--- src/rtl/tstf_pkg.sv ---
// Two-stage torque command filter: shared register map, fields and limits.
// Assumes a 32-bit AXI4-Lite register bus and 16-bit signed sample streams.
// Operation
// - Bit 0 of the function expansion setting enables two-degree-of-freedom control.
// - A changed enable takes effect only after save and a control restart.
// - With real-time auto-tuning selected, applied lowpass constant clamps at 640; the code clamps only while the two-degree-of-freedom enable is applied.
// - Clamping limits only the applied value; the stored setting stays intact.
// - A smaller lowpass time constant gives a faster command response.
// - Two-degree-of-freedom path filters the command through an FIR stage.
// - A separate adjustment filter with its own constant follows in that path.
// - A third torque filter acts on the torque command.
// - Third torque filter time constant accepts 0 to 2500.
// - Time constant zero bypasses the third torque filter.
// - Second-order operation uses effective time constants 5 to 159.
// - Second order treats settings 1..4 as 5 and 159 upward as 159.
// - Attenuation accepts 0 to 1000; 0 to 49 runs first order.
// - Attenuation 50 to 1000 runs second order, critically damped at 1000.
// - Third torque filter works in every control mode while servo is on.
package tstf_pkg;
  localparam logic [7:0]  OFS_FUNC_EXP = 8'h00;
  localparam logic [7:0]  OFS_CMD_LP   = 8'h04;
  localparam logic [7:0]  OFS_CMD_FIR  = 8'h08;
  localparam logic [7:0]  OFS_ADJ      = 8'h0c;
  localparam logic [7:0]  OFS_TF3_TC   = 8'h10;
  localparam logic [7:0]  OFS_TF3_ATT  = 8'h14;
  localparam logic [7:0]  OFS_CTRL     = 8'h18;
  localparam logic [7:0]  OFS_STATUS   = 8'h1c;
  localparam int          BIT_EN       = 0;
  localparam int          BIT_RT_SEL   = 3;
  localparam int          BIT_SAVE     = 0;
  localparam int          BIT_RESTART  = 1;
  localparam logic [15:0] RST_FUNC_EXP = 16'h0000;
  localparam logic [15:0] RST_TC       = 16'h0000;
  localparam logic [15:0] RST_TF3_ATT  = 16'h03e8;
  localparam logic [15:0] LP_RT_MAX    = 16'h0280;
  localparam logic [15:0] TF3_TC_MAX   = 16'h09c4;
  localparam logic [15:0] TF3_TC_MIN2  = 16'h0005;
  localparam logic [15:0] TF3_TC_MAX2  = 16'h009f;
  localparam logic [15:0] TF3_ATT_MAX  = 16'h03e8;
  localparam logic [15:0] TF3_ATT_2ND  = 16'h0032;
  localparam logic [1:0]  RESP_OKAY    = 2'h0;
  localparam logic [1:0]  RESP_SLVERR  = 2'h2;
  localparam int          FRAC         = 8;
  localparam int          CTRL_DIV     = 8;
endpackage

--- src/rtl/tstf_top.sv ---
// Command and torque filter block with AXI4-Lite settings and an input FIFO.
// Assumes one 100 MHz clock, synchronous active-low reset, inputs synchronous.
`timescale 1ns/1ps

module tstf_fifo #(
  parameter int W = 32,
  parameter int D = 8
) (
  input  wire logic         aclk,      // Clock
  input  wire logic         aresetn,   // Sync reset, active low
  input  wire logic         in_valid,  // Write side valid
  output logic              in_ready,  // Not full
  input  wire logic [W-1:0] in_data,   // Write data
  output logic              out_valid, // Not empty
  input  wire logic         out_ready, // Read side ready
  output logic [W-1:0]      out_data   // Head word
);
  localparam int AW = (D > 1) ? $clog2(D) : 1;
  if ((1 << AW) != D) begin : g_chk
    $error("FIFO depth must be a power of two");
  end
  logic [W-1:0]  mem [D];
  logic [AW-1:0] wp_q;
  logic [AW-1:0] rp_q;
  logic [AW:0]   cnt_q;
  wire           push = in_valid && in_ready;
  wire           pop  = out_valid && out_ready;
  assign in_ready  = (cnt_q != AW'(0) + (AW+1)'(D)) ;
  assign out_valid = (cnt_q != '0);
  assign out_data  = mem[rp_q];
  always_ff @(posedge aclk) begin
    if (push) begin
      mem[wp_q] <= in_data;
    end
  end
  always_ff @(posedge aclk) begin
    if (!aresetn) begin
      wp_q  <= '0;
      rp_q  <= '0;
      cnt_q <= '0;
    end else begin
      wp_q  <= wp_q + AW'(push);
      rp_q  <= rp_q + AW'(pop);
      cnt_q <= cnt_q + (AW+1)'(push) - (AW+1)'(pop);
    end
  end
  a_fifo_bound: assert property (@(posedge aclk) disable iff (!aresetn)
    cnt_q <= (AW+1)'(D)) else $error("FIFO count above depth");
endmodule

module tstf_top #(
  parameter int CTRL_DIV = tstf_pkg::CTRL_DIV,
  parameter int FIFO_D   = 8
) (
  input  wire logic        aclk,        // Clock
  input  wire logic        aresetn,     // Sync reset, active low
  input  wire logic [7:0]  awaddr,      // AXI write address
  input  wire logic        awvalid,     // AXI
  output logic             awready,     // AXI
  input  wire logic [31:0] wdata,       // AXI
  input  wire logic [3:0]  wstrb,       // AXI
  input  wire logic        wvalid,      // AXI
  output logic             wready,      // AXI
  output logic [1:0]       bresp,       // AXI
  output logic             bvalid,      // AXI
  input  wire logic        bready,      // AXI
  input  wire logic [7:0]  araddr,      // AXI read address
  input  wire logic        arvalid,     // AXI
  output logic             arready,     // AXI
  output logic [31:0]      rdata,       // AXI
  output logic [1:0]       rresp,       // AXI
  output logic             rvalid,      // AXI
  input  wire logic        rready,      // AXI
  input  wire logic        servo_on,    // Servo on level
  input  wire logic        smp_valid,   // Sample pair valid
  output logic             smp_ready,   // FIFO has room
  input  wire logic [15:0] cmd_in,      // Signed command sample
  input  wire logic [15:0] torque_in,   // Signed torque sample
  output logic             out_valid,   // One pulse per control cycle that takes a sample pair
  output logic [15:0]      cmd_out,     // Filtered command
  output logic [15:0]      torque_out   // Filtered torque
);
  if (CTRL_DIV < 1 || FIFO_D < 2) begin : g_chk
    $error("Bad divider or FIFO depth");
  end
  localparam int ACCW = 16 + tstf_pkg::FRAC + 1;

  // Shift for a first-order step: bit length of the time constant, at most 12
  function automatic logic [3:0] tc_sh(input logic [15:0] tc);
    logic [3:0] s;
    s = 4'h0;
    for (int i = 0; i < 12; i++) begin
      if (tc[i]) s = 4'(i + 1);
    end
    if (|tc[15:12]) s = 4'hc;
    return s;
  endfunction

  function automatic logic signed [ACCW-1:0] lp_step(
    input logic signed [ACCW-1:0] acc, input logic [15:0] x, input logic [3:0] sh);
    logic signed [ACCW-1:0] xs;
    xs = ACCW'(signed'(x)) <<< tstf_pkg::FRAC;
    return (sh == 4'h0) ? xs : acc + ((xs - acc) >>> sh);
  endfunction

  function automatic logic [15:0] wmerge(
    input logic [15:0] old, input logic [31:0] d, input logic [3:0] be);
    return {be[1] ? d[15:8] : old[15:8], be[0] ? d[7:0] : old[7:0]};
  endfunction

  function automatic logic [15:0] sat(input logic [15:0] v, input logic [15:0] mx);
    return (v > mx) ? mx : v;
  endfunction

  // Register bus
  logic [15:0] fexp_q, lp_q, fir_q, adj_q, tc3_q, att3_q, nv_q;
  logic        en_app_q, bvalid_q, rvalid_q;
  logic [1:0]  bresp_q, rresp_q;
  logic [31:0] rdata_q;
  wire         wr_fire = awvalid && wvalid && !bvalid_q;
  wire         rd_fire = arvalid && !rvalid_q;
  wire [7:0]   wa = {awaddr[7:2], 2'h0};
  wire [7:0]   ra = {araddr[7:2], 2'h0};
  wire         wr_map = wa <= tstf_pkg::OFS_STATUS;
  wire         rd_map = ra <= tstf_pkg::OFS_STATUS;
  wire         do_save    = wr_fire && wa == tstf_pkg::OFS_CTRL && wstrb[0]
                            && wdata[tstf_pkg::BIT_SAVE];
  wire         do_restart = wr_fire && wa == tstf_pkg::OFS_CTRL && wstrb[0]
                            && wdata[tstf_pkg::BIT_RESTART];
  wire [15:0]  tc3_w = sat(wmerge(tc3_q, wdata, wstrb), tstf_pkg::TF3_TC_MAX);
  wire [15:0]  att3_w = sat(wmerge(att3_q, wdata, wstrb), tstf_pkg::TF3_ATT_MAX);

  assign awready = wr_fire;
  assign wready  = wr_fire;
  assign arready = rd_fire;
  assign bvalid  = bvalid_q;
  assign bresp   = bresp_q;
  assign rvalid  = rvalid_q;
  assign rresp   = rresp_q;
  assign rdata   = rdata_q;

  // Applied parameters
  wire         rt_sel = en_app_q && fexp_q[tstf_pkg::BIT_RT_SEL];
  wire [15:0]  lp_app = rt_sel ? sat(lp_q, tstf_pkg::LP_RT_MAX) : lp_q;
  wire         ord2   = att3_q >= tstf_pkg::TF3_ATT_2ND;
  wire [15:0]  tc3_lo = (tc3_q < tstf_pkg::TF3_TC_MIN2) ? tstf_pkg::TF3_TC_MIN2 : tc3_q;
  wire [15:0]  tc3_app = ord2 ? sat(tc3_lo, tstf_pkg::TF3_TC_MAX2) : tc3_q;
  wire         tf3_byp = (tc3_q == 16'h0000) || !servo_on;

  logic [31:0] stat_w;
  assign stat_w = {14'h0, ord2, en_app_q, lp_app};

  always_ff @(posedge aclk) begin
    if (!aresetn) begin
      fexp_q <= tstf_pkg::RST_FUNC_EXP;
      lp_q   <= tstf_pkg::RST_TC;
      fir_q  <= tstf_pkg::RST_TC;
      adj_q  <= tstf_pkg::RST_TC;
      tc3_q  <= tstf_pkg::RST_TC;
      att3_q <= tstf_pkg::RST_TF3_ATT;
    end else if (wr_fire) begin
      case (wa)
        tstf_pkg::OFS_FUNC_EXP: fexp_q <= wmerge(fexp_q, wdata, wstrb);
        tstf_pkg::OFS_CMD_LP:   lp_q   <= wmerge(lp_q, wdata, wstrb);
        tstf_pkg::OFS_CMD_FIR:  fir_q  <= wmerge(fir_q, wdata, wstrb);
        tstf_pkg::OFS_ADJ:      adj_q  <= wmerge(adj_q, wdata, wstrb);
        tstf_pkg::OFS_TF3_TC:   tc3_q  <= tc3_w;
        tstf_pkg::OFS_TF3_ATT:  att3_q <= att3_w;
        default: ;
      endcase
    end
  end

  // Saved copy and applied enable: restart stands in for a control power cycle
  always_ff @(posedge aclk) begin
    if (!aresetn) begin
      nv_q     <= tstf_pkg::RST_FUNC_EXP;
      en_app_q <= 1'b0;
    end else begin
      if (do_save) nv_q <= fexp_q;
      if (do_restart) en_app_q <= nv_q[tstf_pkg::BIT_EN];
    end
  end

  always_ff @(posedge aclk) begin
    if (!aresetn) begin
      bvalid_q <= 1'b0;
      bresp_q  <= tstf_pkg::RESP_OKAY;
      rvalid_q <= 1'b0;
      rresp_q  <= tstf_pkg::RESP_OKAY;
      rdata_q  <= 32'h0000_0000;
    end else begin
      if (wr_fire) begin
        bvalid_q <= 1'b1;
        bresp_q  <= wr_map && wa != tstf_pkg::OFS_STATUS ? tstf_pkg::RESP_OKAY
                                                         : tstf_pkg::RESP_SLVERR;
      end else if (bready) begin
        bvalid_q <= 1'b0;
      end
      if (rd_fire) begin
        rvalid_q <= 1'b1;
        rresp_q  <= rd_map ? tstf_pkg::RESP_OKAY : tstf_pkg::RESP_SLVERR;
        case (ra)
          tstf_pkg::OFS_FUNC_EXP: rdata_q <= {16'h0, fexp_q};
          tstf_pkg::OFS_CMD_LP:   rdata_q <= {16'h0, lp_q};
          tstf_pkg::OFS_CMD_FIR:  rdata_q <= {16'h0, fir_q};
          tstf_pkg::OFS_ADJ:      rdata_q <= {16'h0, adj_q};
          tstf_pkg::OFS_TF3_TC:   rdata_q <= {16'h0, tc3_q};
          tstf_pkg::OFS_TF3_ATT:  rdata_q <= {16'h0, att3_q};
          tstf_pkg::OFS_STATUS:   rdata_q <= stat_w;
          default:                rdata_q <= 32'h0000_0000;
        endcase
      end else if (rready) begin
        rvalid_q <= 1'b0;
      end
    end
  end

  // Control cycle divider
  logic [15:0] div_q;
  wire         tick = (div_q == 16'(CTRL_DIV - 1));
  always_ff @(posedge aclk) begin
    if (!aresetn) div_q <= 16'h0000;
    else div_q <= tick ? 16'h0000 : div_q + 16'h0001;
  end

  // Input FIFO; at most one sample pair leaves per control cycle
  logic        f_valid;
  logic [31:0] f_data;
  wire         step = tick && f_valid;
  tstf_fifo #(.W(32), .D(FIFO_D)) u_fifo (
    .aclk      (aclk),
    .aresetn   (aresetn),
    .in_valid  (smp_valid),
    .in_ready  (smp_ready),
    .in_data   ({cmd_in, torque_in}),
    .out_valid (f_valid),
    .out_ready (tick),
    .out_data  (f_data)
  );
  wire [15:0]  x_cmd = f_data[31:16];
  wire [15:0]  x_trq = f_data[15:0];

  // Command path: lowpass, FIR moving average, adjustment filter
  logic signed [ACCW-1:0] lp_acc_q, adj_acc_q, t1_acc_q, t2_acc_q;
  logic [15:0]            hist_q [8];
  wire  [3:0]             lp_sh  = tc_sh(lp_app);
  wire  [3:0]             fsh_r  = tc_sh(fir_q);
  wire  [1:0]             fir_sh = (fsh_r > 4'h3) ? 2'h3 : fsh_r[1:0];
  wire  signed [ACCW-1:0] lp_nx  = lp_step(lp_acc_q, x_cmd, lp_sh);
  wire  [15:0]            lp_out = 16'(lp_nx >>> tstf_pkg::FRAC);
  logic signed [19:0]     fir_sum;
  always_comb begin
    fir_sum = 20'(signed'(lp_out));
    for (int i = 0; i < 7; i++) begin
      if (i < (1 << fir_sh) - 1) fir_sum = fir_sum + 20'(signed'(hist_q[i]));
    end
  end
  wire  [15:0]            fir_out = 16'(fir_sum >>> fir_sh);
  wire  signed [ACCW-1:0] adj_nx  = lp_step(adj_acc_q, fir_out, tc_sh(adj_q));

  // Third torque filter: one stage, or two cascaded stages for second order
  wire  [3:0]             t_sh  = tc_sh(tc3_app);
  wire  signed [ACCW-1:0] t1_nx = lp_step(t1_acc_q, x_trq, t_sh);
  wire  [15:0]            t1_o  = 16'(t1_nx >>> tstf_pkg::FRAC);
  wire  signed [ACCW-1:0] t2_nx = lp_step(t2_acc_q, t1_o, t_sh);
  wire  [15:0]            t3_o  = tf3_byp ? x_trq
                                  : ord2 ? 16'(t2_nx >>> tstf_pkg::FRAC) : t1_o;

  always_ff @(posedge aclk) begin
    if (!aresetn) begin
      lp_acc_q  <= '0;
      adj_acc_q <= '0;
      t1_acc_q  <= '0;
      t2_acc_q  <= '0;
    end else if (step) begin
      lp_acc_q  <= lp_nx;
      adj_acc_q <= adj_nx;
      t1_acc_q  <= tf3_byp ? ACCW'(signed'(x_trq)) <<< tstf_pkg::FRAC : t1_nx;
      t2_acc_q  <= tf3_byp ? ACCW'(signed'(x_trq)) <<< tstf_pkg::FRAC : t2_nx;
    end
  end

  for (genvar g = 0; g < 8; g++) begin : g_hist
    always_ff @(posedge aclk) begin
      if (!aresetn) hist_q[g] <= 16'h0000;
      else if (step) hist_q[g] <= (g == 0) ? lp_out : hist_q[(g == 0) ? 0 : g - 1];
    end
  end

  logic        ov_q;
  logic [15:0] co_q, to_q;
  always_ff @(posedge aclk) begin
    if (!aresetn) begin
      ov_q <= 1'b0;
      co_q <= 16'h0000;
      to_q <= 16'h0000;
    end else begin
      ov_q <= step;
      if (step) begin
        co_q <= en_app_q ? 16'(adj_nx >>> tstf_pkg::FRAC) : x_cmd;
        to_q <= t3_o;
      end
    end
  end
  assign out_valid  = ov_q;
  assign cmd_out    = co_q;
  assign torque_out = to_q;

  a_en_restart: assert property (@(posedge aclk) disable iff (!aresetn)
    $changed(en_app_q) |-> $past(do_restart)) else $error("Enable changed without restart");
  a_en_load: assert property (@(posedge aclk) disable iff (!aresetn)
    do_restart |=> en_app_q == $past(nv_q[0])) else $error("Enable not loaded");
  a_lp_clamp: assert property (@(posedge aclk) disable iff (!aresetn)
    rt_sel && lp_q > 16'h0280 |-> lp_app == 16'h0280) else $error("Lowpass not clamped");
  a_lp_stored: assert property (@(posedge aclk) disable iff (!aresetn)
    $changed(lp_q) |-> $past(wr_fire && wa == 8'h04)) else $error("Stored lowpass altered");
  a_tc3_range: assert property (@(posedge aclk) disable iff (!aresetn)
    tc3_q <= 16'h09c4) else $error("Time constant above range");
  a_tf3_bypass: assert property (@(posedge aclk) disable iff (!aresetn)
    step && tc3_q == 16'h0 |=> torque_out == $past(x_trq)) else $error("Bypass failed");
  a_tf3_ord2: assert property (@(posedge aclk) disable iff (!aresetn)
    ord2 |-> tc3_app >= 16'h0005 && tc3_app <= 16'h009f) else $error("Second order range");
  a_att_range: assert property (@(posedge aclk) disable iff (!aresetn)
    att3_q <= 16'h03e8 && (att3_q < 16'h0032) == !ord2) else $error("Attenuation order");
  a_out_tick: assert property (@(posedge aclk) disable iff (!aresetn)
    out_valid |-> $past(tick) && !$past(out_valid)) else $error("Output off cycle");
endmodule

--- config.mk ---
export PLATFORM = sky130hd
export DESIGN_NAME = tstf_top
export DESIGN_NICKNAME = d
export VERILOG_FILES = /design/src/rtl/tstf_pkg.sv /design/src/rtl/tstf_top.sv
export SDC_FILE = /design/constraint.sdc
export NUM_CORES = 2
export LEC_CHECK = 0
export ABC_CLOCK_PERIOD_IN_PS = 19400
export CORE_MARGIN = 3
export CORE_UTILIZATION = 50
export CTS_CLUSTER_DIAMETER = 40
export DETAILED_ROUTE_END_ITERATION = 6
export DONT_BUFFER_PORTS = 1
export GPL_ROUTABILITY_DRIVEN = 0
export PLACE_DENSITY_LB_ADDON = 0.25
export SYNTH_ARGS = -nofsm -noshare
export SYNTH_HDL_FRONTEND = slang
export SYNTH_SLANG_ARGS = --single-unit
--- constraint.sdc ---
create_clock -name aclk -period 19.4 [get_ports aclk]
set_input_delay 0.97 -clock aclk [delete_from_list [all_inputs] [get_ports aclk]]
set_output_delay 0.97 -clock aclk [all_outputs]
set_load 0.01 [all_outputs]
Word-level counts from Yosys, hierarchy flattened. Memory sizes are Yosys's and may differ from the RTL's. A register that Yosys moved wholly into a read port is not among the register bits. Index checks and enable logic that the tools add are counted.

Register bits after elaboration: 295. Bits in writable memories: 384. Input port bits: 93. Output and inout bits: 75. Logic and storage cells: 238. Memories: 2.

Memories: u_fifo.mem (words 8, bits a word 32, rd ports 1, clocked after memory_dff 1, write ports 1, line tstf_top.sv:22) `logic [W-1:0] mem [D];`; hist_q (words 8, bits a word 16, rd ports 7, clocked after memory_dff 0, write ports 8, line tstf_top.sv:246) `logic [15:0] hist_q [8];`.

Add/subtract/negate cells: 21. $lt $le $gt $ge: 16. Equal/unequal tests: 15. Shift-type cells: 6. Muxes and demuxes: 102. Bitwise logic cells: 9. Reduce and logical (&&, ||, !) cells: 39.

Operators by type and width (number): $mux 16 (18); $mux 4 (48); $mux 25 (6); $mux 20 (7); $pmux 18 s7 (1); $add 20x16->20 (6); $add 25x25->25 (4); $sshr 25x4->25 (4); $sub 24x25->25 (4); $lt 4x32->1 const A (3); $lt 3x32->1 const A (2); $eq 6x3->1 const B (6); $gt 16x10->1 const B (2); $lt 1x32->1 const A (1); $lt 2x32->1 const A (1); $mux 8 (4); $shl 1x2->32 const A (1); $sub 32x2->32 const B (1); $eq 6x2->1 const B (4); $reduce_and 3->1 (8); $sshr 20x2->16 (1); $add 16x16->17 (1); $add 16x1->16 const B (1); $eq 16x3->1 const B (1); 28 further kinds (73).

Longest topological paths before layout.
Depth after elaboration: 39. Mapped depth: 102. Mapped depth without buffers: 99.

Hierarchy. From an unflattened synthesis, not the netlist that was laid out.

Cell total of the unflattened synthesis: 5152. Area, all modules: 46410.8 µm².

Modules (own cells, without submodules): tstf_top (times used 1, cells an instance 4718, area each 36105.9 µm², seq. area each 8748.4 µm²); tstf_fifo (times used 1, cells an instance 434, area each 10304.9 µm², seq. area each 7887.6 µm²).

Worst setup path after synthesis. Ideal clock, no wire load.

Kind: reg2reg. From: register, netlist name u_fifo.rp_q[0]. To: register adj_acc_q[24]. Setup time: 0.091 ns. Arrival: 19.666 ns. Required time: 19.309 ns. Path slack: -0.357 ns. Cell stages (with the launch flop): 95. Path buffers: 3. Clock period less this slack: 19.757 ns. Cell sequence: dfxtp_1 > buf_2 > buf_2 > buf_1 > mux4_2 > mux2_2 > ha_1 > nand2b_1 > o31a_1 > o21ai_0 > xor2_1 > mux2i_1 > nand2_1 > o21ai_0 > nand2_1 > o21ai_0 > o21ai_0 > ha_1 > (+59 left out) > nand2_1 > o311ai_1 > mux2_4 > o21ai_2 > o311ai_0 > o21a_1 > mux2i_1 > ha_1 > nand3_1 > a211oi_1 > nor3_1 > o31ai_1 > a211oi_1 > o21bai_1 > a21oi_1 > xnor2_1 > or3_1 > a311oi_1.

RTL lines: to (signal assigned) (line tstf_top.sv:278) `adj_acc_q <= adj_nx;`; to (decl) (line tstf_top.sv:245) `logic signed [ACCW-1:0] lp_acc_q, adj_acc_q, t1_acc_q, t2_acc_q;`.

==> flow_summary.toml <==
[status]
status = "finished, final reports clean"

[sta]
hold_ws_ns = 0.3662
rsz0062_at_grt = "true"
finalHoldViolCount = 0
tightest_slew_ns = 1.187
final.setup.tns_ns = 0
skew_ns = 0.03523
setup_violations = 0
timing.final.crit_share_pct = 96.87
slew_headroom_pct = 20.60
drv_slew = 0
post-route-min-period_ns = 18.79
fmax_mhz = 53.21

[global_route]
first_global_vias = 39080
grt_pass1_wl_um = 216000
grt_max_degree = 137
grt_remaining_overflow = 0
track_usage_pct = 28.57
grt_antenna_before_repair = 0

[detailed_routing]
first_pass_iters = 6
vias_per_cell = 6.057
wl_per_cell_um = 20.77
antenna_left = 0
drt_iter0_drc = 3488
vias = 40980
drc = 0
wl_um = 140500

[cts]
clock-root-buffer = "clkbuf_16"
clkSinkCount = 647
clk_pin_slew_ns = 0.07
cts_made_buffers = 109
clock_latency_ns = 0.71
cts_max_level = 3
clockBufferDepth = 3
tritoncts = "done"

[synthesis]
synth_edf_count = 368
yosys_warnings = 0
synthArstFlopShare_pct = 0
yosys_most_used_dff = "edfxtp_1"
ys_types = 97
syn_inst = 5040
seq_area_frac_synth_pct = 36.44
avgSynthCellArea_sq_um = 9.059
syn_area_sq_um = 45660
synth.area.top_cells = "edfxtp_1, dfxtp_1, ha_1, a21oi_1, mux2i_1"
synth_seq_cells = 647
post-synth-top-area-cell = "edfxtp_1"
yosys.area.top_type_share_pct = 24.20

[placement]
hpwl_um = 98270
postPlaceCellArea_sq_um = 50430
dp.cells = 6518
portBuffers = 0

[critical_path]
reg2reg_slack_ns = 0.61
cp_slowest_cell = "dfxtp_2"
critPathLaunch = "u_fifo.rp_q[1]"
crit_end = "adj_acc_q[24]"
r2r_end = "adj_acc_q[24]"
path_class = "flip-flop to flip-flop"
endpoint_kind = "flip-flop"
critical_path.max_fanout = 14
cp.required_ns = 19.99
crit_path_start_kind = "flip-flop"
r2r_cells = 95
worst_ep_arrival_time_ns = 19.38
cp_slowest_stage_delay_ns = 0.45
cp_common_cell = "a21o_1"
worst_r2r_startpoint = "u_fifo.rp_q[1]"

[power_and_ir_drop]
irDropWorstVdd_v = 0.0001220
power_density_nw_per_um2 = 101.2
leakagePower_nw = 23.18

[floorplanning]
initial_core_util_pct = 50.57
core_area_sq_um = 90290
die-area_sq_um = 94980
rows = 110
die_w_um = 308.2
num_io_pins = 168
die_y_um = 308.2

[min_path]
worst_hold_path_type = "primary input to flip-flop"

[layout]
area_growth_syn_to_layout_pct = 22.38
drive_gt1_share_pct = 21.33
fillers = 7523
layout.nets = 5902
stdcell_count = 6766
post-route-cell-area_sq_um = 55880
final_core_util_pct = 61.89

[flow_run]
cap_viol_max_count = 0
## layout make-up
class | instances | area, sq um | area share (%)
timing repair buffer | 597 | 4572 | 8.182
multi-input combinational | 3930 | 28560 | 51.11
antenna | 1 | 2.502 | 0.004478
inverter | 210 | 798.3 | 1.429
clock buffer | 123 | 2864 | 5.126
sequential | 647 | 16640 | 29.78
clock inverter | 82 | 968.4 | 1.733
tap | 1176 | 1471 | 2.633
## what timing repair did
action,in CTS,in global routing
hold buffers,0,0
setup endpoints to repair,31,34
gates resized for setup,30,284
buffers inserted,7,38
pin swaps,14,126
## cells in the mapped netlist (all sizes together) (137+ instances only)
| master | number |
|---|---|
| a21o | 137 |
| nand2 | 419 |
| nor2 | 514 |
| a21oi | 439 |
| xnor2 | 162 |
| clkbuf | 215 |
| dfxtp | 279 |
| o21ai | 332 |
| ha | 302 |
| edfxtp | 368 |
| and3 | 144 |
| inv | 209 |
| mux2i | 217 |
## worst max-delay path, delay by kind of cell (launching register included)
kind	cells	cell delay, ns
mux	4	1.24
fa+ha+maj	11	2.92
buf+inv	12	1.74
simple gates	18	3.19
flops	1	0.45
xor+xnor	7	1.12
compound gates	43	8.01
## sequential cells by signal, summed over array words and instances (netlist names), 16 cells and up
signal	count
lp_q	16
adj_acc_q	25
fexp_q	16
div_q	16
adj_q	16
hist_q	112
torque_out	16
fir_q	16
cmd_out	16
rdata	18
tc3_q	16
t1_acc_q	25
t2_acc_q	25
u_fifo.mem	256
att3_q	16
lp_acc_q	25
## stage by stage
| step | power (mW) | worst slack, ns |
|---|---|---|
| finish | 5.654 | 0.6068 |
| global route | 5.943 | -0.3315 |
| CTS | 5.524 | 0.01299 |
| detailed placement | 3.494 | -0.7750 |
| global placement | 3.466 | -0.5560 |
| floorplan | 2.828 | 0.01350 |
## power by group
group          switching (mW)  internal, mW
clock                   0.774          1.23
sequential             0.0163          1.49
combinational            1.17         0.973
## logic make-up after synthesis
family	after synthesis	share of synthesized area [%]
compound gates	1470	20.48
simple gates	1522	15.58
other cells	1	0.008213
fa+ha+maj	314	8.802
mux	339	9.353
flops	647	36.44
buf+inv	478	4.119
xor+xnor	269	5.223
## layer usage
layer	GRT usage, %	wire length (um)	share of wire, %
met5	0	0	0
met2	47.51	65680	47
met3	4.882	9680	6.9
met1	37.59	59750	43
met4	10.12	5383	3.8
## placed cells by master (no fill, tap or decap), types with 74 or more instances in the layout
master / Yosys / routed
xnor2_1: 160 / 155
edfxtp_1: 368 / 368
xor2_1: 106 / 105
nand2_1: 418 / 415
nor2_1: 514 / 493
buf_4: 17 / 581
o21ai_0: 326 / 270
clkbuf_16: 0 / 112
inv_1: 207 / 204
a21o_1: 137 / 136
a21oi_1: 438 / 391
dfxtp_1: 279 / 276
and3_1: 144 / 141
ha_1: 302 / 273
nor3_1: 86 / 74
nand3_1: 84 / 81
mux2i_1: 217 / 211
## worst min-delay path by stage
stage,from,end,slack (ns),cells after the start
after floorplan,div_q[0],div_q[0],0.42,1
after global placement,div_q[0],div_q[0],0.43,1
after detailed placement,div_q[0],div_q[0],0.43,1
after CTS,torque_in[11],u_fifo.mem[1][11],0.32,0
after global routing,torque_in[5],u_fifo.mem[7][5],0.33,0
final,cmd_in[5],u_fifo.mem[6][21],0.37,0
No activity file was read; power rests on OpenSTA's default activity.
